## src/design/fabric_window_pkg.sv

```systemverilog
package fabric_window_pkg;

   // ----------------------------------------
   // Register indices on the configuration port
   // ----------------------------------------
   localparam logic [3:0] IDX_IN_TRANS     = 4'h0;
   localparam logic [3:0] IDX_IN_BASE      = 4'h1;
   localparam logic [3:0] IDX_IN_ATTR      = 4'h2;
   localparam logic [3:0] IDX_OUT_TARGET   = 4'h3;
   localparam logic [3:0] IDX_OUT_ATTR     = 4'h4;
   localparam logic [3:0] IDX_LOCAL_ACCESS_WINDOW_ZERO_BASE    = 4'h5;
   localparam logic [3:0] IDX_LOCAL_ACCESS_WINDOW_ZERO_ATTR    = 4'h6;
   localparam logic [3:0] IDX_PORT_CTRL    = 4'h9;
   localparam logic [3:0] IDX_CORE_CFG     = 4'hA;
   localparam int         NUM_LAW          = 2;

   // ----------------------------------------
   // Field positions (bit 0 of a field table is the word's MSB)
   // ----------------------------------------
   localparam int EN_BIT     = 31;
   localparam int FLOW_LSB   = 26;
   localparam int ORDER_BIT  = 25;
   localparam int PORT_LSB   = 20;
   localparam int RDK_LSB    = 16;
   localparam int WRK_LSB    = 12;
   localparam int SIZE_LSB   = 0;
   localparam int DEST_LSB   = 22;
   localparam int EXT_LSB    = 20;
   localparam int ADDR_LSB   = 0;
   localparam int PAGE_BITS  = 12;

   // ----------------------------------------
   // Writable masks and reset values
   // ----------------------------------------
   localparam logic [31:0] IN_TRANS_WMASK   = 32'h000F_FFFF;
   localparam logic [31:0] IN_BASE_WMASK    = 32'h003F_FFFF;
   localparam logic [31:0] IN_ATTR_WMASK    = 32'h80FF_F03F;
   localparam logic [31:0] OUT_TARGET_WMASK = 32'h3FFF_FFFF;
   localparam logic [31:0] OUT_ATTR_WMASK   = 32'h0E0F_F03F;
   localparam logic [31:0] OUT_ATTR_FIXED   = 32'h8000_0000;
   localparam logic [31:0] LAW_BASE_WMASK   = 32'h000F_FFFF;
   localparam logic [31:0] LAW_ATTR_WMASK   = 32'h80F0_003F;
   localparam logic [31:0] CTRL_WMASK       = 32'h8000_0000;
   localparam logic [31:0] REG_RESET        = 32'h0000_0000;

   // ----------------------------------------
   // Codes and the boot region
   // ----------------------------------------
   localparam logic [3:0]  PORT_FABRIC      = 4'hC;
   localparam logic [3:0]  PORT_MEMORY      = 4'hF;
   localparam logic [3:0]  PORT_NONE        = 4'h0;
   localparam logic [3:0]  KIND_NREAD       = 4'h4;
   localparam logic [3:0]  KIND_NWRITE      = 4'h4;
   localparam logic [3:0]  KIND_RESERVED    = 4'h0;
   localparam logic [5:0]  SIZE_FULL        = 6'h1F;
   localparam logic [31:0] BOOT_BASE        = 32'hFF80_0000;
   localparam logic [31:0] BOOT_MASK        = 32'h007F_FFFF;

   // Size code n covers 2**(n+1) bytes
   function automatic logic [31:0] size_mask(input logic [5:0] code);
      logic [31:0] m;
      m = 32'h0000_0000;
      if (code >= SIZE_FULL)
         m = 32'hFFFF_FFFF;
      else
         m = (32'h0000_0001 << (code + 6'h01)) - 32'h0000_0001;
      return m;
   endfunction

   function automatic logic window_hit(input logic [31:0] addr,
                                       input logic [19:0] page,
                                       input logic [5:0]  code);
      logic [31:0] m;
      m = size_mask(code);
      return ((addr ^ {page, 12'h000}) & ~m) == 32'h0000_0000;
   endfunction

   // Offset below the window size passes through untouched
   function automatic logic [31:0] translate(input logic [31:0] addr,
                                             input logic [19:0] page,
                                             input logic [5:0]  code);
      logic [31:0] m;
      m = size_mask(code);
      return ({page, 12'h000} & ~m) | (addr & m);
   endfunction

endpackage

```

## src/design/inbound_translator.sv

```systemverilog
`timescale 1ns/1ps
`default_nettype none
module inbound_translator
(
   // Incoming fabric access
   input  wire logic [31:0] i_addr,
   input  wire logic [1:0]  i_ext,
   input  wire logic        i_write,
   // Window registers
   input  wire logic [31:0] i_base,
   input  wire logic [31:0] i_attr,
   input  wire logic [31:0] i_trans,
   // Result
   output logic             o_hit,
   output logic [31:0]      o_addr,
   output logic             o_to_memory,
   output logic             o_refused
);

   logic [5:0] size_code;

   always_comb
   begin
      size_code   = i_attr[fabric_window_pkg::SIZE_LSB +: 6];
      o_hit       = i_attr[fabric_window_pkg::EN_BIT] &&
                    (i_ext == i_base[fabric_window_pkg::EXT_LSB +: 2]) &&
                    fabric_window_pkg::window_hit(i_addr, i_base[19:0], size_code);
      o_addr      = fabric_window_pkg::translate(i_addr,
                       i_trans[fabric_window_pkg::ADDR_LSB +: 20], size_code);
      o_to_memory = i_attr[fabric_window_pkg::PORT_LSB +: 4] ==
                    fabric_window_pkg::PORT_MEMORY;
      // Reserved write code leaves the window read only
      o_refused   = i_write && (i_attr[fabric_window_pkg::WRK_LSB +: 4] ==
                    fabric_window_pkg::KIND_RESERVED);
   end

endmodule
`default_nettype wire

```

## src/design/local_window_router.sv

```systemverilog
`timescale 1ns/1ps
`default_nettype none
module local_window_router
(
   // Request address
   input  wire logic [31:0]                        i_addr,
   // Window registers
   input  wire logic [fabric_window_pkg::NUM_LAW-1:0][31:0] i_base,
   input  wire logic [fabric_window_pkg::NUM_LAW-1:0][31:0] i_attr,
   // Result
   output logic                                    o_hit,
   output logic [3:0]                              o_port
);

   always_comb
   begin
      o_hit  = 1'b0;
      o_port = fabric_window_pkg::PORT_NONE;
      // Walk downward from the last window so window zero is written last
      for (int i = fabric_window_pkg::NUM_LAW - 1; i >= 0; i--)
      begin
         if (i_attr[i][fabric_window_pkg::EN_BIT] &&
             fabric_window_pkg::window_hit(i_addr, i_base[i][19:0],
                i_attr[i][fabric_window_pkg::SIZE_LSB +: 6]))
         begin
            o_hit  = 1'b1;
            o_port = i_attr[i][fabric_window_pkg::PORT_LSB +: 4];
         end
      end
   end

endmodule
`default_nettype wire

```

## src/design/serial_fabric_window_translation.sv

```systemverilog
`timescale 1ns/1ps
`default_nettype none
// Operation
// - Inbound hits take the translation address field as their upper address bits.
// - Every fabric-bound local access goes through the default outbound window.
// - Default outbound window enable always reads one and ignores writes.
// - Outbound target register gives destination id, extended bits, translated address.
// - Attributes give flow priority and the ordered-transaction flag.
// - Read kind field selects the fabric read; code 0100 gives NREAD.
// - Write kind field selects the fabric write; code 0100 gives NWRITE.
// - Window size comes from the size field; 0x17 is 16 Mbyte.
// - Size code n means a window of two to the n+1 bytes.
// - A matching local access window overrides the boot strap routing.
// - Local access window zero wins when several windows match.
// - Window enable and target port code; 1100 steers to the fabric.
// - With the fabric boot strap, boot region accesses leave on the fabric.
// - No fabric request is issued until master enable is set.
// - CPU stays halted until the host sets the CPU enable bit.
// - Inbound target port code 1111 sends transactions to local memory.
// - Inbound write kind 0000 makes the window read only.
module serial_fabric_window_translation
(
   // Clock and reset
   input  wire logic        i_ref_clk,
   input  wire logic        i_rstn,
   // Boot strap
   input  wire logic        i_boot_from_fabric,
   // Configuration register port
   input  wire logic        i_cfg_wr,
   input  wire logic        i_cfg_rd,
   input  wire logic [3:0]  i_cfg_sel,
   input  wire logic [31:0] i_cfg_wdata,
   output logic [31:0]      o_cfg_rdata,
   // Local outbound request
   input  wire logic        i_loc_valid,
   input  wire logic        i_loc_write,
   input  wire logic [31:0] i_loc_addr,
   output logic             o_loc_ready,
   // Fabric request out
   output logic             o_fab_valid,
   input  wire logic        i_fab_ready,
   output logic             o_fab_write,
   output logic [3:0]       o_fab_kind,
   output logic [7:0]       o_fab_dest,
   output logic [1:0]       o_fab_ext,
   output logic [31:0]      o_fab_addr,
   output logic [1:0]       o_fab_priority,
   output logic             o_fab_ordered,
   // Local routing result
   output logic             o_route_valid,
   output logic             o_route_hit,
   output logic [3:0]       o_route_port,
   output logic [31:0]      o_route_addr,
   // Inbound fabric access
   input  wire logic        i_in_valid,
   input  wire logic        i_in_write,
   input  wire logic [1:0]  i_in_ext,
   input  wire logic [31:0] i_in_addr,
   output logic             o_in_valid,
   output logic             o_in_miss,
   output logic             o_in_refused,
   output logic             o_in_to_memory,
   output logic [31:0]      o_in_addr,
   // Agent release
   output logic             o_master_enabled,
   output logic             o_cpu_run
);

   typedef struct packed {
      logic [31:0]                                  in_trans;
      logic [31:0]                                  in_base;
      logic [31:0]                                  in_attr;
      logic [31:0]                                  out_target;
      logic [31:0]                                  out_attr;
      logic [fabric_window_pkg::NUM_LAW-1:0][31:0] law_base;
      logic [fabric_window_pkg::NUM_LAW-1:0][31:0] law_attr;
      logic                                         master_en;
      logic                                         cpu_en;
      logic                                         strap_taken;
      logic                                         boot_fabric;
      logic [31:0]                                  rdata;
      logic                                         fab_valid;
      logic                                         fab_write;
      logic [3:0]                                   fab_kind;
      logic [7:0]                                   fab_dest;
      logic [1:0]                                   fab_ext;
      logic [31:0]                                  fab_addr;
      logic [1:0]                                   fab_priority;
      logic                                         fab_ordered;
      logic                                         route_valid;
      logic                                         route_hit;
      logic [3:0]                                   route_port;
      logic [31:0]                                  route_addr;
      logic                                         in_valid;
      logic                                         in_miss;
      logic                                         in_refused;
      logic                                         in_to_memory;
      logic [31:0]                                  in_addr;
   } state_s;

   state_s      st;
   state_s      next_st;

   logic        law_hit;
   logic [3:0]  law_port;
   logic        in_hit;
   logic [31:0] in_xlat;
   logic        in_mem;
   logic        in_ref;
   logic        in_boot;
   logic        fabric_bound;
   logic        slot_free;
   logic        take;
   logic [5:0]  out_size;

   // ----------------------------------------
   // Window lookups
   // ----------------------------------------
   local_window_router u_router
   (
      .i_addr (i_loc_addr),
      .i_base (st.law_base),
      .i_attr (st.law_attr),
      .o_hit  (law_hit),
      .o_port (law_port)
   );

   inbound_translator u_inbound
   (
      .i_addr      (i_in_addr),
      .i_ext       (i_in_ext),
      .i_write     (i_in_write),
      .i_base      (st.in_base),
      .i_attr      (st.in_attr),
      .i_trans     (st.in_trans),
      .o_hit       (in_hit),
      .o_addr      (in_xlat),
      .o_to_memory (in_mem),
      .o_refused   (in_ref)
   );

   // ----------------------------------------
   // Outbound steering
   // ----------------------------------------
   always_comb
   begin
      in_boot      = (i_loc_addr & ~fabric_window_pkg::BOOT_MASK) ==
                     fabric_window_pkg::BOOT_BASE;
      // A window hit decides alone, even one that points elsewhere
      fabric_bound = law_hit ? (law_port == fabric_window_pkg::PORT_FABRIC)
                             : (st.boot_fabric && in_boot);
      slot_free    = !st.fab_valid || i_fab_ready;
      // Fabric traffic stalls at the source while mastering is off
      o_loc_ready  = fabric_bound ? (st.master_en && slot_free) : 1'b1;
      take         = i_loc_valid && o_loc_ready;
      out_size     = st.out_attr[fabric_window_pkg::SIZE_LSB +: 6];
   end

   // ----------------------------------------
   // Next state
   // ----------------------------------------
   always_comb
   begin
      next_st             = st;
      next_st.route_valid = 1'b0;
      next_st.in_valid    = 1'b0;

      // Strap sampled once, on the first clock after reset release
      if (!st.strap_taken)
      begin
         next_st.strap_taken = 1'b1;
         next_st.boot_fabric = i_boot_from_fabric;
      end

      // Register writes; reserved bits are never stored
      if (i_cfg_wr)
      begin
         unique case (i_cfg_sel)
            fabric_window_pkg::IDX_IN_TRANS:
               next_st.in_trans = i_cfg_wdata & fabric_window_pkg::IN_TRANS_WMASK;
            fabric_window_pkg::IDX_IN_BASE:
               next_st.in_base = i_cfg_wdata & fabric_window_pkg::IN_BASE_WMASK;
            fabric_window_pkg::IDX_IN_ATTR:
               next_st.in_attr = i_cfg_wdata & fabric_window_pkg::IN_ATTR_WMASK;
            fabric_window_pkg::IDX_OUT_TARGET:
               next_st.out_target = i_cfg_wdata & fabric_window_pkg::OUT_TARGET_WMASK;
            fabric_window_pkg::IDX_OUT_ATTR:
               next_st.out_attr = i_cfg_wdata & fabric_window_pkg::OUT_ATTR_WMASK;
            fabric_window_pkg::IDX_PORT_CTRL:
               next_st.master_en = i_cfg_wdata[fabric_window_pkg::EN_BIT];
            fabric_window_pkg::IDX_CORE_CFG:
               next_st.cpu_en = i_cfg_wdata[fabric_window_pkg::EN_BIT];
            default:
            begin
               for (int i = 0; i < fabric_window_pkg::NUM_LAW; i++)
               begin
                  if (i_cfg_sel == 4'(fabric_window_pkg::IDX_LOCAL_ACCESS_WINDOW_ZERO_BASE + 2 * i))
                     next_st.law_base[i] = i_cfg_wdata & fabric_window_pkg::LAW_BASE_WMASK;
                  if (i_cfg_sel == 4'(fabric_window_pkg::IDX_LOCAL_ACCESS_WINDOW_ZERO_ATTR + 2 * i))
                     next_st.law_attr[i] = i_cfg_wdata & fabric_window_pkg::LAW_ATTR_WMASK;
               end
            end
         endcase
      end

      // Register reads; unmapped indices return zero
      if (i_cfg_rd)
      begin
         unique case (i_cfg_sel)
            fabric_window_pkg::IDX_IN_TRANS:   next_st.rdata = st.in_trans;
            fabric_window_pkg::IDX_IN_BASE:    next_st.rdata = st.in_base;
            fabric_window_pkg::IDX_IN_ATTR:    next_st.rdata = st.in_attr;
            fabric_window_pkg::IDX_OUT_TARGET: next_st.rdata = st.out_target;
            fabric_window_pkg::IDX_OUT_ATTR:
               next_st.rdata = st.out_attr | fabric_window_pkg::OUT_ATTR_FIXED;
            fabric_window_pkg::IDX_PORT_CTRL:
               next_st.rdata = {st.master_en, 31'h0000_0000};
            fabric_window_pkg::IDX_CORE_CFG:
               next_st.rdata = {st.cpu_en, 31'h0000_0000};
            default:
            begin
               next_st.rdata = fabric_window_pkg::REG_RESET;
               for (int i = 0; i < fabric_window_pkg::NUM_LAW; i++)
               begin
                  if (i_cfg_sel == 4'(fabric_window_pkg::IDX_LOCAL_ACCESS_WINDOW_ZERO_BASE + 2 * i))
                     next_st.rdata = st.law_base[i];
                  if (i_cfg_sel == 4'(fabric_window_pkg::IDX_LOCAL_ACCESS_WINDOW_ZERO_ATTR + 2 * i))
                     next_st.rdata = st.law_attr[i];
               end
            end
         endcase
      end

      // Fabric request slot
      if (i_fab_ready)
         next_st.fab_valid = 1'b0;
      if (take && fabric_bound)
      begin
         // No other outbound window exists, so the default one takes all
         next_st.fab_valid    = 1'b1;
         next_st.fab_write    = i_loc_write;
         next_st.fab_kind     = i_loc_write
                                ? st.out_attr[fabric_window_pkg::WRK_LSB +: 4]
                                : st.out_attr[fabric_window_pkg::RDK_LSB +: 4];
         next_st.fab_dest     = st.out_target[fabric_window_pkg::DEST_LSB +: 8];
         next_st.fab_ext      = st.out_target[fabric_window_pkg::EXT_LSB +: 2];
         next_st.fab_addr     = fabric_window_pkg::translate(i_loc_addr,
                                   st.out_target[fabric_window_pkg::ADDR_LSB +: 20],
                                   out_size);
         next_st.fab_priority = st.out_attr[fabric_window_pkg::FLOW_LSB +: 2];
         next_st.fab_ordered  = st.out_attr[fabric_window_pkg::ORDER_BIT];
      end

      // Accesses that stay on chip are reported for one cycle
      if (take && !fabric_bound)
      begin
         next_st.route_valid = 1'b1;
         next_st.route_hit   = law_hit;
         next_st.route_port  = law_hit ? law_port : fabric_window_pkg::PORT_NONE;
         next_st.route_addr  = i_loc_addr;
      end

      // Inbound translation result, one cycle after the access
      if (i_in_valid)
      begin
         next_st.in_valid     = 1'b1;
         next_st.in_miss      = !in_hit;
         next_st.in_refused   = in_hit && in_ref;
         next_st.in_to_memory = in_hit && in_mem;
         next_st.in_addr      = in_hit ? in_xlat : i_in_addr;
      end
   end

   // ----------------------------------------
   // State register
   // ----------------------------------------
   always_ff @(posedge i_ref_clk)
   begin
      if (!i_rstn)
         st <= '0;
      else
         st <= next_st;
   end

   // ----------------------------------------
   // Outputs
   // ----------------------------------------
   assign o_cfg_rdata      = st.rdata;
   assign o_fab_valid      = st.fab_valid;
   assign o_fab_write      = st.fab_write;
   assign o_fab_kind       = st.fab_kind;
   assign o_fab_dest       = st.fab_dest;
   assign o_fab_ext        = st.fab_ext;
   assign o_fab_addr       = st.fab_addr;
   assign o_fab_priority   = st.fab_priority;
   assign o_fab_ordered    = st.fab_ordered;
   assign o_route_valid    = st.route_valid;
   assign o_route_hit      = st.route_hit;
   assign o_route_port     = st.route_port;
   assign o_route_addr     = st.route_addr;
   assign o_in_valid       = st.in_valid;
   assign o_in_miss        = st.in_miss;
   assign o_in_refused     = st.in_refused;
   assign o_in_to_memory   = st.in_to_memory;
   assign o_in_addr        = st.in_addr;
   assign o_master_enabled = st.master_en;
   // Boot holdoff: core held until the host releases it
   assign o_cpu_run        = st.cpu_en;

endmodule
`default_nettype wire

```

## config.mk

```make
export PLATFORM = sky130hd
export DESIGN_NAME = serial_fabric_window_translation
export DESIGN_NICKNAME = d
export VERILOG_FILES = /design/src/design/fabric_window_pkg.sv /design/src/design/inbound_translator.sv /design/src/design/local_window_router.sv /design/src/design/serial_fabric_window_translation.sv
export SDC_FILE = /design/constraint.sdc
export NUM_CORES = 1
export LEC_CHECK = 0
export BUFFER_PORTS_ARGS = -buffer_cell sky130_fd_sc_hd__buf_2
export CAP_MARGIN = 20
export CORE_UTILIZATION = 25
export CTS_BUF_LIST = sky130_fd_sc_hd__clkbuf_8
export DETAILED_ROUTE_END_ITERATION = 8
export GPL_ROUTABILITY_DRIVEN = 0
export MAX_ROUTING_LAYER = met4
export PLACE_DENSITY = 0.39
export SLEW_MARGIN = 20
export SYNTH_ARGS = -nofsm -noshare
export SYNTH_HDL_FRONTEND = slang
export SYNTH_SLANG_ARGS = --single-unit
```

## constraint.sdc

```tcl
create_clock -name i_ref_clk -period 4.85 [get_ports i_ref_clk]
set_clock_uncertainty 0.2 [all_clocks]
set_input_delay 0.97 -clock i_ref_clk [delete_from_list [all_inputs] [get_ports i_ref_clk]]
set_output_delay 0.97 -clock i_ref_clk [all_outputs]
set_load 0.01 [all_outputs]
```

==> impl_metrics.sql, run 1 <==
INSERT INTO impl_metrics (metric_group, metric, value, unit) VALUES
('logic_synthesis', 'synth.distinct_cells', '84', ''),
('critical_path', 'max_stage_delay', '540', 'ps'),
('sta', 'relSlewSlack', '26.96', '%'),
('sta', 'tightestPinTransition', '1094', 'ps'),
('critical_path', 'worstReg2RegStart', 'st[355]$_SDFFE_PN0P_', ''),
('power_and_ir_drop', 'worst_ir_drop_vdd', '0.0001409', 'V'),
('clock_network', 'clock_sink_count', '330', ''),
('floorplan', 'row_count', '99', ''),
('clock_network', 'cts_tree', 'yes', ''),
('logic_synthesis', 'post_synth_inst_count', '2457', ''),
('critical_path', 'cp_max_fo', '8', ''),
('sta', 'finalHoldWorstSlack', '253.9', 'ps'),
('routing', 'drt.antenna.violating_nets', '0', ''),
('routing', 'via_count', '18300', ''),
('global_route', 'grtUsageTotal', '21.71', '%'),
('floorplan', 'floorplan.core_area', '73450', 'um2'),
('finish', 'mostFrequentLayoutCells', '503 x nand2_1, 327 x dfxtp_1, 300 x a21oi_1', ''),
('logic_synthesis', 'syn-num-nets', '2573', ''),
('critical_path', 'path_cells', 'or4_4 -> nand2b_4 -> ha_4 -> or3_4 -> o31ai_2 -> o32ai_1 -> a211o_1 -> nor4_4 -> buf_4 -> a31o_4 -> nand3_2 -> o211ai_1 -> buf_2', ''),
('clock_network', 'clk_transition_reported_paths', '60', 'ps'),
('critical_path', 'timing.critical_path.from_type', 'flip-flop', ''),
('place', 'placedInstanceArea', '19890', 'um2'),
('critical_path', 'cp_data_arrival_time', '3910', 'ps'),
('sta', 'finalMaxSlewViolations', '0', ''),
('critical_path', 'crit_path_end_kind', 'output port', ''),
('routing', 'detailedRoute.firstPassIterationCount', '8', ''),
('sta', 'setup_violations', '1', ''),
('sta', 'fmaxAchievable', '0.1968', 'GHz'),
('finish', 'layout.filler_cells', '8031', ''),
('status', 'status', 'complete, but fails checks', ''),
('global_route', 'first_pass_grt_wire_length', '118000', 'um'),
('critical_path', 'worst_ep_required_time', '3680', 'ps'),
('flow_run', 'max_cap_viol_count', '0', ''),
('finish', 'post_layout_nonfiller_instances', '3542', ''),
('clock_network', 'max-clock-path-buffers', '3', ''),
('global_route', 'antenna_found_initial', '8', ''),
('sta', 'layout_setup_ws', '-230.7', 'ps'),
('critical_path', 'r2r_slack', '370', 'ps'),
('min_path', 'worstHoldEndpoint', 'st[369]$_SDFFE_PN0P_', ''),
('logic_synthesis', 'syn_area', '18670', 'um2'),
('finish', 'drive_above_1_share', '20.26', '%'),
('sta', 'final-hold-violation-count', '0', ''),
('routing', 'drc', '0', ''),
('floorplan', 'die_width', '275.3', 'um'),
('place', 'post-dp-hpwl', '61220', 'um'),
('clock_network', 'clock_insertion_delay_worst_skew', '660', 'ps'),
('critical_path', 'r2r-end', 'o_in_addr[19]$_SDFFE_PN0P_', ''),
('logic_synthesis', 'synth_enable_flop_cells', '0', ''),
('logic_synthesis', 'syn-mean-instance-area', '7.600', 'um2'),
('status', 'failed_checks', 'negative setup slack', ''),
('floorplan', 'num_io_pins', '272', ''),
('floorplan', 'dieArea', '75790', 'um2'),
('critical_path', 'critical-path-slowest-cell', 'or4_4', ''),
('routing', 'drt_iter0_markers', '1643', ''),
('finish', 'num-nets-final', '2640', ''),
('place', 'portBuffers', '269', ''),
('min_path', 'worst_hold_startpoint', 'st[369]$_SDFFE_PN0P_', ''),
('sta', 'rsz0062_at_grt', 'yes', ''),
('sta', 'post-route-period-util', '104.8', '%'),
('clock_network', 'cts_buffers', '68', ''),
('power_and_ir_drop', 'cellLeakagePower', '8.348', 'nW'),
('sta', 'period_needed', '5081', 'ps'),
('floorplan', 'starting_density', '25.42', '%'),
('power_and_ir_drop', 'power.density_cell_area', '307.7', 'nW/um2'),
('critical_path', 'critPathKind', 'reg -> out', ''),
('global_route', 'first_global_vias', '17390', ''),
('logic_synthesis', 'synthArstFlopShare', '0', '%'),
('finish', 'final_core_utilization', '29.24', '%'),
('place', 'post-place-cells', '3411', ''),
('finish', 'syn2layout_area_growth', '15.01', '%'),
('min_path', 'min-delay-path-class', 'reg -> reg', '');
[registers in the layout, indices dropped and copies added, names as in the netlist, 6 cells and up]
name and count:
st 166, o_fab_addr 32, o_in_addr 32, o_route_addr 32, o_cfg_rdata 31, o_fab_dest 8, out_size 6
[per-stage QoR]
stage	setup slack (ps)	setup TNS (ps)	power (W)
floorplan	518.6	0	0.003273
global placement	6.766	0	0.003551
detailed placement	-4.933	-4.933	0.003555
CTS	-358.0	-358.0	0.006693
global route	-354.6	-354.6	0.006875
finish	-230.7	-230.7	0.006608
[critical path: cells and delay by family, from the launching register on]
family	cells	cell delay [ps]
compound gates	5	1030
flops	1	320
fa+ha+maj	1	190
simple gates	5	1350
buf+inv	2	360
[Yosys cell counts, drive strengths merged (6+ instances only)]
library cell  instances  area share [%]
buf                 185             7.3
inv                  27            0.54
mux2                 21             1.3
o221ai                7            0.33
o21ai               100             2.7
mux2i               106             5.7
a211oi               19            0.86
nand2b               22            0.74
dfxtp               330              35
nor2                134             2.7
and2                 15            0.50
a222oi                6            0.32
nand2               503              10
a22o                 10            0.47
nor3                 37            0.99
a221oi                7            0.33
nor2b                13            0.44
o31ai                 8            0.32
or2                  11            0.37
nor4                 12            0.44
a31oi                24            0.80
clkbuf              159             3.2
or4                  10            0.44
a21oi               300             8.0
xnor2                42             2.0
nand4                17            0.57
xor2                 26             1.2
o21a                  6            0.24
a31o                  8            0.38
a21o                 13            0.52
or3                  16            0.54
a211o                11            0.52
a22oi                53             2.1
nand3                70             1.9
a311oi                6            0.28
o22ai                22            0.74
o211ai               13            0.52
o2111ai               8            0.41
o32ai                 6            0.28
[metal layers]
| layer | up-vias | wire length [um] | track usage [%] | part of all wire, % |
|---|---|---|---|---|
| li1 | 8647 | - | - | - |
| met1 | 8853 | 36760 | 27.85 | 45 |
| met2 | 667 | 37890 | 34.25 | 46 |
| met3 | 133 | 4471 | 3.602 | 5.5 |
| met4 | 0 | 2883 | 7.633 | 3.5 |
| met5 | - | 0 | - | 0 |
[cells by family after synthesis]
logic type	count (synthesis)	share of synthesized area [%]
other	1	0.02008
AOI/OAI and AO/OA	669	22.33
buffers and inverters	372	11.03
muxes	127	6.949
DFF	330	35.38
adders and majority gates	5	0.3216
and+or+nand+nor	885	20.79
xor gates and xnor gates	68	3.189
[worst max path at each step]
stage	to	startpoint	slack (ps)
finish	o_loc_ready	st[195]$_SDFFE_PN0P_	-230
CTS	o_loc_ready	st[195]$_SDFFE_PN0P_	-360
floorplan	o_loc_ready	st[161]$_SDFFE_PN0P_	520
detailed placement	o_loc_ready	st[196]$_SDFFE_PN0P_	-5
global route	o_loc_ready	st[195]$_SDFFE_PN0P_	-350
global placement	o_loc_ready	st[196]$_SDFFE_PN0P_	7
[timing repair]
| action | CTS | global route |
|---|---|---|
| resized for setup | 13 | 14 |
| buffers inserted | 0 | 2 |
| hold buffers | 0 | 0 |
| setup endpoints to repair | 1 | 1 |
| pin swaps | 1 | 6 |
[power by group]
group | switching [W] | total (W) | internal (W)
clock network | 0.00136 | 0.00310 | 0.00174
registers | 0.0000470 | 0.00282 | 0.00277
logic | 0.000463 | 0.000686 | 0.000223
total | 0.00187 | 0.00661 | 0.00474
[final cells by class]
type,instances,area (um2),area share [%]
inverter,28,112.6,0.5244
tap,959,1200,5.587
antenna,7,17.52,0.08157
multi-input combinational,1755,10150,47.28
clock buffer,81,1115,5.191
clock inverter,41,310.3,1.445
sequential,330,6610,30.78
timing repair buffer,341,1956,9.106
Note: power is estimated with default switching activity, not from simulation.
==> run 2, diff against run 1 <==
Settings changed: CORE_MARGIN set to 10, SETUP_SLACK_MARGIN set to 0.2.
==> impl_metrics.sql, run 2 (synthesis results as in run 1) <==
INSERT INTO impl_metrics (metric_group, metric, value, unit) VALUES
('status', 'status', 'complete, but fails checks', ''),
('status', 'failed_checks', 'negative setup slack', ''),
('routing', 'drc', '0', ''),
('floorplan', 'die_width', '293.3', 'um'),
('critical_path', 'critPathTopFamily', 'simple AND/OR/NAND/NOR gates', ''),
('global_route', 'first_global_vias', '17690', ''),
('critical_path', 'cp_max_fo', '3', ''),
('clock_network', 'clk_root_buffer_cell', 'clkbuf_8', ''),
('critical_path', 'worst_ep_required_time', '3680', 'ps'),
('global_route', 'global_route.overflow_total', '0', ''),
('global_route', 'grtUsageTotal', '19.21', '%'),
('finish', 'syn2layout_area_growth', '16.34', '%'),
('critical_path', 'timing.critical_path.from_type', 'flip-flop', ''),
('sta', 'rsz0062_at_grt', 'yes', ''),
('sta', 'fmaxAchievable', '0.1955', 'GHz'),
('sta', 'setup_violations', '1', ''),
('finish', 'mostFrequentLayoutCells', '503 x nand2_1, 328 x dfxtp_1, 299 x a21oi_1', ''),
('finish', 'drive_above_1_share', '21.16', '%'),
('finish', 'final_core_utilization', '29.28', '%'),
('floorplan', 'floorplan.core_area', '74200', 'um2'),
('power_and_ir_drop', 'clock_power_share', '46.3', '%'),
('finish', 'largest_register', 'st', ''),
('critical_path', 'path_cells', 'or4_4 -> nand2b_4 -> ha_4 -> or3_4 -> o31ai_4 -> a211o_1 -> nand4_1 -> nor4_4 -> a31o_4 -> nand3_4 -> o211ai_1 -> buf_2', ''),
('critical_path', 'cp-endpoint', 'o_loc_ready', ''),
('min_path', 'hold_path_depth', '2', ''),
('place', 'post-place-cells', '3424', ''),
('clock_network', 'clock_insertion_delay_worst_skew', '660', 'ps'),
('clock_network', 'clk_transition_reported_paths', '60', 'ps'),
('critical_path', 'crit_start', 'st[196]$_SDFFE_PN0P_', ''),
('finish', 'num-nets-final', '2650', ''),
('clock_network', 'max-clock-path-buffers', '3', ''),
('power_and_ir_drop', 'pwr-share-seq', '43.0', '%'),
('routing', 'highest-signal-layer', 'met4', ''),
('critical_path', 'critical_path_depth', '12', ''),
('floorplan', 'dieArea', '86020', 'um2'),
('finish', 'post_layout_nonfiller_instances', '3562', ''),
('critical_path', 'crit_path_end_kind', 'output port', ''),
('power_and_ir_drop', 'comb_power_share', '10.7', '%'),
('place', 'post-dp-hpwl', '62670', 'um'),
('critical_path', 'worstRegToRegCells', '13', ''),
('place', 'portBuffers', '269', ''),
('power_and_ir_drop', 'cellLeakagePower', '8.417', 'nW'),
('min_path', 'min-delay-path-class', 'reg -> reg', ''),
('sta', 'layout_setup_ws', '-266.4', 'ps'),
('sta', 'final-hold-violation-count', '0', ''),
('sta', 'finalMaxSlewViolations', '0', ''),
('flow_run', 'max_cap_viol_count', '0', ''),
('routing', 'route.met2.wl', '37910', 'um'),
('floorplan', 'die_y', '293.3', 'um'),
('global_route', 'grt_max_degree', '98', ''),
('finish', 'final_common_cell', 'nand2_1', ''),
('clock_network', 'cts_tree', 'yes', ''),
('power_and_ir_drop', 'worst_ir_drop_vdd', '0.0001529', 'V'),
('sta', 'post-route-period-util', '105.5', '%'),
('routing', 'drt.antenna.violating_nets', '0', ''),
('sta', 'tightestPinTransition', '1067', 'ps'),
('routing', 'wl_met1', '37790', 'um'),
('sta', 'period_needed', '5116', 'ps'),
('power_and_ir_drop', 'cell_internal_pwr', '0.004693', 'W'),
('critical_path', 'cp_data_arrival_time', '3950', 'ps'),
('critical_path', 'critical-path-slowest-cell', 'or4_4', ''),
('clock_network', 'cts_buffers', '67', ''),
('routing', 'drt_iter0_markers', '1796', ''),
('power_and_ir_drop', 'power.density_cell_area', '301.6', 'nW/um2'),
('routing', 'wl', '83730', 'um'),
('sta', 'relSlewSlack', '28.90', '%'),
('critical_path', 'max_stage_delay', '540', 'ps'),
('critical_path', 'r2r-end', 'o_in_addr[29]$_SDFFE_PN0P_', ''),
('critical_path', 'worstReg2RegStart', 'st[355]$_SDFFE_PN0P_', ''),
('clock_network', 'htree_levels', '3', ''),
('critical_path', 'cp_num_buf_inv', '1', ''),
('routing', 'met3WireLength', '5506', 'um'),
('global_route', 'first_pass_grt_wire_length', '121000', 'um'),
('floorplan', 'row_count', '100', ''),
('routing', 'via_count', '18310', ''),
('global_route', 'antenna_found_initial', '9', ''),
('floorplan', 'starting_density', '25.17', '%'),
('sta', 'fin_setup_tns', '-266.4', 'ps'),
('finish', 'largest_register_ffs', '166', ''),
('critical_path', 'r2r_slack', '490', 'ps'),
('routing', 'detailedRoute.firstPassIterationCount', '5', ''),
('floorplan', 'num_io_pins', '272', ''),
('power_and_ir_drop', 'sw_ratio', '28.37', '%'),
('routing', 'avgRoutedWirePerCell', '23.51', 'um'),
('power_and_ir_drop', 'total_switching_power', '0.001859', 'W'),
('critical_path', 'critPathKind', 'reg -> out', ''),
('finish', 'layout.filler_cells', '8067', ''),
('routing', 'viasPerCell', '5.140', ''),
('clock_network', 'clock_sink_count', '330', '');
## run 2: cell count changes in the layout (fill, tap and decap cells not counted), moves of 3 or more
cell and delta:
bufinv_16 -3, nor3_2 +3, clkbuf_8 +7, inv_1 -6, buf_4 +6, nor3_1 -3
## run 2: cell type report
cell class / instances / area, um2 / area share [%]
Multi-Input combinational cell: 1755 / 10270 / 47.26
Sequential cell: 330 / 6611 / 30.43
Timing Repair Buffer: 352 / 2088 / 9.613
Tap cell: 969 / 1212 / 5.581
Clock buffer: 88 / 1211 / 5.575
Clock inverter: 32 / 196.4 / 0.9043
Inverter: 28 / 116.4 / 0.5357
Antenna cell: 8 / 20.02 / 0.09216
## run 2: per-layer routing
| layer | GRT usage, % | up-vias |
|---|---|---|
| met5 | - | - |
| met4 | 6.155 | 0 |
| met3 | 3.932 | 135 |
| met2 | 29.81 | 716 |
| met1 | 24.74 | 8792 |
| li1 | - | 8667 |
## run 2: worst min-delay path, delay by kind of cell, from the launching register on
kind	cells	cell delay, ps
and+or+nand+nor	1	50
DFF	1	310
AOI/OAI and AO/OA	1	50
## run 2: worst min-delay path by stage
| stage | end | from | slack (ps) |
|---|---|---|---|
| floorplan | o_fab_addr[0]$_SDFFE_PN0P_ | o_fab_addr[0]$_SDFFE_PN0P_ | 240 |
| global route | st[369]$_SDFFE_PN0P_ | st[369]$_SDFFE_PN0P_ | 270 |
| detailed placement | o_fab_dest[7]$_SDFFE_PN0P_ | o_fab_dest[7]$_SDFFE_PN0P_ | 240 |
| global placement | o_fab_addr[0]$_SDFFE_PN0P_ | o_fab_addr[0]$_SDFFE_PN0P_ | 240 |
| finish | st[369]$_SDFFE_PN0P_ | st[369]$_SDFFE_PN0P_ | 250 |
| CTS | st[369]$_SDFFE_PN0P_ | st[369]$_SDFFE_PN0P_ | 260 |
## run 2: what timing repair did
action / CTS / global route
buffers inserted: 3 / 6
hold buffers: 0 / 0
gates resized for setup: 17 / 33
setup endpoints to repair: 3 / 18
pin swaps: 6 / 20
gates cloned: 0 / 1
## run 2: per-stage QoR
stage	power [W]	cell area (um2)	setup WS, ps	hold slack [ps]
after floorplan	0.003273	18670	518.6	235.1
after global placement	0.003554	19920	93.35	242.1
after detailed placement	0.003558	19940	131.8	244.0
after CTS	0.006661	21460	-385.8	256.4
after global routing	0.006845	21720	-355.6	271.2
final	0.006552	21720	-266.4	253.1
## run 2: power groups by stage
| stage | clock (W) | combinational, W | sequential, W |
|---|---|---|---|
| CTS | 0.00315 | 0.000694 | 0.00281 |
| detailed placement | 0 | 0.000686 | 0.00287 |
| floorplan | 0 | 0.000418 | 0.00286 |
| global route | 0.00326 | 0.000761 | 0.00282 |
| finish | 0.00304 | 0.000701 | 0.00281 |
| global placement | 0 | 0.000683 | 0.00287 |
